## src/hdl/access_regs_params.svh

```systemverilog
`ifndef ACCESS_REGS_PARAMS_SVH
`define ACCESS_REGS_PARAMS_SVH
// register offsets on the access layer
`define KEY_STATE_OFS 4'h7
`define RESET_TRIGGER_OFS 4'h8
`define LINK_CLOCK_SELECT_OFS 4'h9
`define SYSTEM_CONTROL_OFS 4'ha
`define SYSTEM_STATE_OFS 4'hb
`define MEMORY_SCAN_STATE_OFS 4'hc
// field positions
`define KEY_USER_ROW_BIT 5
`define KEY_NVM_PROG_BIT 4
`define KEY_CHIP_ERASE_BIT 3
`define CTRL_COMMIT_BIT 1
`define CTRL_SYSTEM_CLOCK_REQUEST_BIT 0
`define STATE_RESET_BIT 5
`define STATE_ASLEEP_BIT 4
`define STATE_NVM_READY_BIT 3
`define STATE_UROW_READY_BIT 2
`define STATE_LOCKED_BIT 0
// values
`define RESET_SIGNATURE 8'h59
`define CLKSEL_RESET 2'h3
`define SYSTEM_STATE_RESET 8'h01
`define REG_ZERO 8'h00
`endif

```

## src/hdl/access_regs_pkg.sv

```systemverilog
package access_regs_pkg;
  // link clock rates selected by the two-bit field
  typedef enum logic [1:0] {
    clk_reserved = 2'h0,
    clk_16mhz = 2'h1,
    clk_8mhz = 2'h2,
    clk_4mhz = 2'h3
  } link_clock_t;
  // memory scan result, one-hot, all zero when off
  typedef enum logic [2:0] {
    scan_off = 3'h0,
    scan_busy = 3'h1,
    scan_good = 3'h2,
    scan_bad = 3'h4
  } scan_state_t;
  // debugger side sequencer
  typedef enum logic [1:0] {
    dbg_idle,
    dbg_req,
    dbg_gap
  } dbg_state_t;
endpackage : access_regs_pkg

```

## src/hdl/access_link_if.sv

```systemverilog
interface access_link_if;
  logic req;
  logic we;
  logic [3:0] addr;
  logic [7:0] wdata;
  logic [7:0] rdata;
  logic ack;
  modport device (input req, input we, input addr, input wdata, output rdata, output ack);
  modport debugger (output req, output we, output addr, output wdata, input rdata, input ack);
endinterface : access_link_if

```

## src/hdl/access_regs_device.sv

```systemverilog
`include "access_regs_params.svh"
module access_regs_device
  import access_regs_pkg::*;
(
  // clock and reset; reset also falls when the link is disabled
  input wire logic clock,
  input wire logic rstn,
  // link side, the only path to these registers
  access_link_if.device link,
  // key decoder status
  input wire logic user_row_write_key,
  input wire logic nvm_program_key,
  input wire logic chip_erase_key,
  input wire logic nvm_program_done,
  input wire logic chip_erase_done,
  // system domain status
  input wire logic system_reset_seen,
  input wire logic system_asleep,
  input wire logic nvm_program_ready,
  input wire logic user_row_program_ready,
  input wire logic nvm_locked,
  input wire logic [2:0] memory_scan_result,
  // system domain controls
  output logic system_reset_request,
  output logic [1:0] link_clock_select,
  output logic system_clock_request,
  output logic user_row_commit
);

  ////////////////////////////////////////////////////////////////////////////
  logic wr;
  logic rd;
  logic reset_q;
  logic [1:0] clksel_q;
  logic system_clock_request_q;
  logic enabled_q;
  logic commit_q;
  logic nvm_key_q;
  logic erase_key_q;
  logic rst_seen_q;
  logic [7:0] rdata_q;
  logic ack_q;
  scan_state_t scan;

  // one access per request, answered in the next cycle
  assign wr = link.req && link.we && !ack_q;
  assign rd = link.req && !link.we && !ack_q;
  assign scan = scan_state_t'(memory_scan_result);

  // ack for one cycle, then drops even if req still high
  always_ff @(posedge clock or negedge rstn) begin
    if (!rstn) begin
      ack_q <= 1'b0;
    end else begin
      ack_q <= link.req && !ack_q;
    end
  end
  assign link.ack = ack_q;

  ////////////////////////////////////////////////////////////////////////////
  // held system reset; link logic is on rstn only, never on this output
  always_ff @(posedge clock or negedge rstn) begin
    if (!rstn) begin
      reset_q <= 1'b0;
    end else if (wr && link.addr == `RESET_TRIGGER_OFS) begin
      reset_q <= (link.wdata == `RESET_SIGNATURE);
    end
  end
  assign system_reset_request = reset_q;

  // clock select, reserved code accepted and passed on as written
  always_ff @(posedge clock or negedge rstn) begin
    if (!rstn) begin
      clksel_q <= `CLKSEL_RESET;
    end else if (wr && link.addr == `LINK_CLOCK_SELECT_OFS) begin
      clksel_q <= link.wdata[1:0];
    end
  end
  assign link_clock_select = clksel_q;

  // enable marker: low while the link is disabled, high from the first edge after
  always_ff @(posedge clock or negedge rstn) begin
    if (!rstn) begin
      enabled_q <= 1'b0;
    end else begin
      enabled_q <= 1'b1;
    end
  end

  // clock request: dropped while disabled, raised on the first edge after enable;
  // a link write in that same edge wins over the automatic set
  always_ff @(posedge clock or negedge rstn) begin
    if (!rstn) begin
      system_clock_request_q <= 1'b0;
    end else if (wr && link.addr == `SYSTEM_CONTROL_OFS) begin
      system_clock_request_q <= link.wdata[`CTRL_SYSTEM_CLOCK_REQUEST_BIT];
    end else if (!enabled_q) begin
      system_clock_request_q <= 1'b1;
    end
  end
  assign system_clock_request = system_clock_request_q;

  // commit is a one-cycle start pulse, gated by the user-row key;
  // a pulse reads back as 0, so a later read-modify-write cannot restart it
  always_ff @(posedge clock or negedge rstn) begin
    if (!rstn) begin
      commit_q <= 1'b0;
    end else begin
      commit_q <= wr && link.addr == `SYSTEM_CONTROL_OFS && user_row_write_key
                  && link.wdata[`CTRL_COMMIT_BIT];
    end
  end
  assign user_row_commit = commit_q;

  ////////////////////////////////////////////////////////////////////////////
  // key flags: set by key, cleared when the sequence finishes; set wins
  always_ff @(posedge clock or negedge rstn) begin
    if (!rstn) begin
      nvm_key_q <= 1'b0;
      erase_key_q <= 1'b0;
    end else begin
      if (nvm_program_key) begin
        nvm_key_q <= 1'b1;
      end else if (nvm_program_done) begin
        nvm_key_q <= 1'b0;
      end
      if (chip_erase_key) begin
        erase_key_q <= 1'b1;
      end else if (chip_erase_done) begin
        erase_key_q <= 1'b0;
      end
    end
  end

  // sticky reset flag, cleared by a read; a new reset in that cycle wins
  always_ff @(posedge clock or negedge rstn) begin
    if (!rstn) begin
      rst_seen_q <= 1'b0;
    end else if (system_reset_seen || reset_q) begin
      rst_seen_q <= 1'b1;
    end else if (rd && link.addr == `SYSTEM_STATE_OFS) begin
      rst_seen_q <= 1'b0;
    end
  end

  ////////////////////////////////////////////////////////////////////////////
  // read mux; unmapped offsets and unused bits read zero
  // registered, so rdata stands from ack until the next read
  always_ff @(posedge clock or negedge rstn) begin
    if (!rstn) begin
      rdata_q <= `REG_ZERO;
    end else if (rd) begin
      rdata_q <= `REG_ZERO;
      case (link.addr)
        `KEY_STATE_OFS: begin
          rdata_q[`KEY_USER_ROW_BIT] <= user_row_write_key;
          rdata_q[`KEY_NVM_PROG_BIT] <= nvm_key_q;
          rdata_q[`KEY_CHIP_ERASE_BIT] <= erase_key_q;
        end
        `RESET_TRIGGER_OFS: begin
          rdata_q[0] <= reset_q;
        end
        `LINK_CLOCK_SELECT_OFS: begin
          rdata_q[1:0] <= clksel_q;
        end
        `SYSTEM_CONTROL_OFS: begin
          rdata_q[`CTRL_SYSTEM_CLOCK_REQUEST_BIT] <= system_clock_request_q;
        end
        `SYSTEM_STATE_OFS: begin
          rdata_q[`STATE_RESET_BIT] <= rst_seen_q || reset_q;
          rdata_q[`STATE_ASLEEP_BIT] <= system_asleep;
          rdata_q[`STATE_NVM_READY_BIT] <= nvm_program_ready;
          rdata_q[`STATE_UROW_READY_BIT] <= user_row_program_ready;
          rdata_q[`STATE_LOCKED_BIT] <= nvm_locked;
        end
        `MEMORY_SCAN_STATE_OFS: begin
          rdata_q[2:0] <= scan;
        end
        default: begin
          rdata_q <= `REG_ZERO;
        end
      endcase
    end
  end
  assign link.rdata = rdata_q;

endmodule : access_regs_device

```

## src/flat_wrapper.sv

```systemverilog
// flat-port wrapper written by rule: the top's interface ports become plain ports
module access_regs_device_flat import access_regs_pkg::*;
  (clock, rstn, user_row_write_key, nvm_program_key, chip_erase_key, nvm_program_done, chip_erase_done, system_reset_seen, system_asleep, nvm_program_ready, user_row_program_ready, nvm_locked, memory_scan_result, system_reset_request, link_clock_select, system_clock_request, user_row_commit, link_req, link_we, link_addr, link_wdata, link_rdata, link_ack);
  access_link_if link_i ();
  input wire logic clock;
  input wire logic rstn;
  input wire logic user_row_write_key;
  input wire logic nvm_program_key;
  input wire logic chip_erase_key;
  input wire logic nvm_program_done;
  input wire logic chip_erase_done;
  input wire logic system_reset_seen;
  input wire logic system_asleep;
  input wire logic nvm_program_ready;
  input wire logic user_row_program_ready;
  input wire logic nvm_locked;
  input wire logic [2:0] memory_scan_result;
  output logic system_reset_request;
  output logic [1:0] link_clock_select;
  output logic system_clock_request;
  output logic user_row_commit;
  input wire logic [$bits(link_i.req)-1:0] link_req;
  input wire logic [$bits(link_i.we)-1:0] link_we;
  input wire logic [$bits(link_i.addr)-1:0] link_addr;
  input wire logic [$bits(link_i.wdata)-1:0] link_wdata;
  output wire logic [$bits(link_i.rdata)-1:0] link_rdata;
  output wire logic [$bits(link_i.ack)-1:0] link_ack;
  assign link_i.req = link_req;
  assign link_i.we = link_we;
  assign link_i.addr = link_addr;
  assign link_i.wdata = link_wdata;
  assign link_rdata = link_i.rdata;
  assign link_ack = link_i.ack;
  access_regs_device u_core (.clock(clock), .rstn(rstn), .link(link_i), .user_row_write_key(user_row_write_key), .nvm_program_key(nvm_program_key), .chip_erase_key(chip_erase_key), .nvm_program_done(nvm_program_done), .chip_erase_done(chip_erase_done), .system_reset_seen(system_reset_seen), .system_asleep(system_asleep), .nvm_program_ready(nvm_program_ready), .user_row_program_ready(user_row_program_ready), .nvm_locked(nvm_locked), .memory_scan_result(memory_scan_result), .system_reset_request(system_reset_request), .link_clock_select(link_clock_select), .system_clock_request(system_clock_request), .user_row_commit(user_row_commit));
endmodule
```

## config.mk

```make
export PLATFORM = sky130hd
export DESIGN_NAME = access_regs_device_flat
export DESIGN_NICKNAME = d
export VERILOG_FILES = /design/src/hdl/access_regs_pkg.sv /design/src/hdl/access_link_if.sv /design/src/hdl/access_regs_device.sv /design/src/flat_wrapper.sv
export VERILOG_INCLUDE_DIRS = /design/src /design/src/hdl
export SDC_FILE = /design/constraint.sdc
export NUM_CORES = 1
export LEC_CHECK = 0
export BUFFER_PORTS_ARGS = -buffer_cell sky130_fd_sc_hd__buf_2
export CORE_MARGIN = 3
export CORE_UTILIZATION = 47
export CTS_CLUSTER_DIAMETER = 100
export DETAILED_ROUTE_END_ITERATION = 12
export HOLD_SLACK_MARGIN = 0.15
export PLACE_DENSITY = 0.82
export RECOVER_POWER = 25
export SLEW_MARGIN = 20
export SYNTH_ARGS = -nofsm -noshare
export SYNTH_HDL_FRONTEND = slang
export SYNTH_SLANG_ARGS = --single-unit
```

## constraint.sdc

```tcl
create_clock -name clock -period 3.4 [get_ports clock]
set_input_delay 0.34 -clock clock [delete_from_list [all_inputs] [get_ports clock]]
set_output_delay 0.34 -clock clock [all_outputs]
set_load 0.01 [all_outputs]
```

==> results by stage <==
Placement:
- The number of input and output port buffers inserted is 40.
- The placed instances occupy a cell area of 0.00104 mm².
- Detailed placement ended at an HPWL of 1460 µm.
- At the end of routability-driven placement, the weighted congestion stood at 0.803.

Detailed routing:
- In the routed layout, each cell is associated on average with a via count of 4.96.
- The vias after detailed routing is 724.
- The per-cell routed wire length is 12.6 µm.
- For this block, the routed nets add up to 1840 µm of wire.
- The number of DRC violations after detailed routing is 0.
- The number of violations reported at the end of detailed-routing iteration 0 is 10.
- The pre-antenna-repair detailed-routing pass consisted of 4 iterations.
- The number of routed nets with antenna violations is 0.

Clock network:
- The longest clock path from root to sink contains 2 buffers.
- The clock-pin slew reported for the worst setup and hold paths after clock tree synthesis is 0.10 ns.
- The clock latency of the later-clocked register in the worst-skew pair is 0.28 ns.
- The CTS H-tree depth is 1.
- The buffer cell driving the clock tree root is sky130_fd_sc_hd__clkbuf_4.
- TritonCTS built the clock tree.
- The number of clock buffers added by TritonCTS is 3.
- Gates resized during post-CTS repair numbered 0.
- For this design, the sink count on the clock tree is 16.

Worst setup path:
- The worst setup path is captured at a flop.
- The cell that appears most often on the critical path is sky130_fd_sc_hd__and2b_1.
- The type of element launching the critical path is a flop.
- Data on the critical path is required at its endpoint by 3.57 ns.
- The largest stage delay on the critical path is 0.39 ns.
- Data arrives at the worst endpoint at 1.70 ns.
- Of all nets on the critical path, the largest fanout is 13.
- The cell with the biggest individual delay on the critical path is sky130_fd_sc_hd__dfrtp_1.
- The signal on the critical path passes through and2b_1 > and2b_1 > nand2_1 > a211o_1.
- The type of the worst setup path is flop to flop.

Synthesis:
- In this run the cell area of the synthesized design comes to 843 µm².
- By area, the combinational part of the netlist is dominated by simple AND/OR/NAND/NOR gates.
- The number of distinct standard cells referenced by the synthesized netlist is 34.
- The most used flip-flop cell after synthesis is sky130_fd_sc_hd__dfrtp_1.
- The portion of the post-synthesis area used by sequential elements is 47.8%.
- The share of synthesized registers carrying an async set or reset is 100%.
- The synthesized netlist devotes 13.8% of its cell area to compound gates.
- Dividing the synthesized area by the synthesized cell count gives 10.4 µm².
- The warning count from the yosys run is 0.
- Yosys mapped a number of flops with a built-in enable equal to 0.
- After Yosys synthesis, and, or, nand and nor cells account for 26.1% of the synthesized area.
- The portion of netlist area occupied by mux cells is 5.34%.
- The xor/xnor cell area share of the yosys netlist is 0%.
- The post-synthesis share of cell area spent on full adders, half adders and majority gates is 0%.
- The post-synthesis register bit count is 16.
- The synthesized instance count is 81.

Worst hold path:
- The min-delay analysis places its worst path in the category primary input to flop.

Global route:
- The largest net degree at the start of global routing is 17.
- The global-route wire length before repair is 3130 µm.
- Summed over all layers, the global routing overflow is 0.
- The via count of the first global-routing pass is 707.
- The global-route usage over all layers is 16.5%.
- The number of antenna violations at the first check in global routing is 0.

Floorplanning:
- The top-level I/O count is 43.
- The initial standard-cell utilization of the core is 52.9%.
- The die outline width is 48.4 µm.
- The die covers 0.00234 mm².
- The floorplan step defined a core boundary enclosing 0.00159 mm².
- The standard-cell row count is 14.
- In this run the vertical extent of the chip is 48.4 µm.

Layout:
- The area growth from synthesis to layout is 29.1%.
- Fill cells in the final layout number 136.
- After the last flow step, the layout net total stands at 152.
- After routing the design area is 0.00109 mm².
- 0 antenna diodes ended up in the layout.
- The share of final-layout standard cells stronger than drive strength 1 is 42.6%.

STA:
- The clock arrives with 0.00743 ns of skew.
- The transition time at the pin with the least slew margin is 0.859 ns.
- The hold violation count in the final report came to 0.
- The final number of max-transition violations is 0.
- The worst path uses 45.0% of the clock period.
- The maximum frequency from static timing analysis is 0.654 GHz.
- Setup repair after global routing left no endpoint under its margin.
- The worst path needs 1.53 ns of the cycle, external delays included.
- Setup violations remaining at the end of the flow were counted as 0.
- The final sum of negative setup slack is 0 ns.
- Measured against its own limit, the worst slew margin works out to 42.7%.

Outcome:
- The run finished with clean final reports.

Pwr:
- The analysis attributes to cell leakage a power of 0.000521 µW.
- The peak supply drop is 0.347 mV.
- The power per cell area is 386 mW/mm².

Run:
- The number of max-capacitance violations reported is 0.
-- through the flow --
step | hold WS [ns] | worst slack, ns | cells | util (%) | total power [µW]
6_report | 0.237 | 1.87 | 146 | 68.3 | 420
4_1_cts | 0.235 | 1.89 | 146 | 68.4 | 423
3_5_place_dp | 0.273 | 1.90 | 141 | 65.5 | 299
5_1_grt | 0.215 | 1.78 | 146 | 68.3 | 447
3_3_place_gp | 0.269 | 1.94 | 141 | 65.5 | 296
2_1_floorplan | 0.0444 | 2.03 | 82 | - | 261
-- report_power, final --
group	leakage, µW	internal [µW]	switching [µW]	total [µW]
Sequential	0.000189	208	8.22	217
Clock	0.0000210	65.0	59.7	125
Combinational	0.000311	37.5	40.8	78.3
Total	0.000521	311	109	420
-- cell families after synthesis --
group	after synthesis
AOI/OAI and AO/OA	18
buffers and inverters	10
DFF	16
muxes	4
other	2
and+or+nand+nor	31
-- final timing paths --
| kind | startpoint | endpoint | slack (ns) | depth (start not counted) |
|---|---|---|---|---|
| setup / recovery | u_core.link.ack | u_core.rst_seen_q | 1.87 | 4 |
| hold / removal | nvm_program_key | u_core.nvm_key_q | 0.24 | 2 |
| setup reg to reg | u_core.link.ack | u_core.rst_seen_q | 1.87 | 4 |
| hold reg to reg | u_core.nvm_key_q | u_core.nvm_key_q | 0.49 | 1 |
| max in group asynchronous | rstn | u_core.erase_key_q | 2.19 | 2 |
| min in group asynchronous | rstn | u_core.system_reset_request | 0.67 | 2 |
-- Yosys cell counts (all sizes together) (3+ instances only) --
cell | number | area, µm²
nand3b | 3 | 22.5
nand2 | 7 | 26.3
nor3b | 4 | 45.1
o21ai | 5 | 25.0
inv | 5 | 18.8
nor2 | 4 | 15.0
dfrtp | 14 | 350
mux2 | 4 | 45.0
buf | 5 | 32.5
-- sequential cells by signal, indices dropped and copies added, names as in the netlist --
register / count
u_core.link.rdata: 6
u_core.link_clock_select: 2
u_core.enabled_q: 1
u_core.erase_key_q: 1
u_core.link.ack: 1
u_core.nvm_key_q: 1
u_core.rst_seen_q: 1
u_core.system_clock_request: 1
u_core.system_reset_request: 1
u_core.user_row_commit: 1
-- timing repair --
action                    CTS  global route
hold buffers                1             0
hold endpoints to repair   14             0
setup buffers               0             0
-- worst max-delay path, delay by kind of cell, from the launching register on --
kind	cells	cell delay, ns
AND/OR/NAND/NOR	3	0.72
AO/OA/AOI/OAI	1	0.30
flip-flops	1	0.39
-- routing by layer --
| metal | global-route usage [%] | vias to the layer above | wire (µm) |
|---|---|---|---|
| met4 | 1.42 | 0 | 0 |
| met1 | 21.9 | 335 | 785 |
| met2 | 28.7 | 23 | 940 |
| met5 | 0 | - | 0 |
| met3 | 3.68 | 0 | 110 |
| li1 | - | 366 | - |
-- layout by cell type (no fill, tap or decap), types with 3 or more instances in the layout --
cell                       instances
sky130_fd_sc_hd__buf_2            39
sky130_fd_sc_hd__o21ai_0           3
sky130_fd_sc_hd__nand2_1           7
sky130_fd_sc_hd__clkbuf_4          3
sky130_fd_sc_hd__nand3b_1          3
sky130_fd_sc_hd__nor2_1            4
sky130_fd_sc_hd__dfrtp_1          14
sky130_fd_sc_hd__conb_1            3
sky130_fd_sc_hd__nor3b_2           3
sky130_fd_sc_hd__mux2_1            4
sky130_fd_sc_hd__inv_1             5
-- cell type report --
type                       count  area (µm²)  area share (%)
inverter                       5        18.8            1.72
tap                           24        30.0            2.76
timing repair buffer          41         209            19.2
clock buffer                   4        36.3            3.33
sequential                    16         403            37.0
multi-input combinational     56         392            36.0
Note: power is estimated with default switching activity, not from simulation.
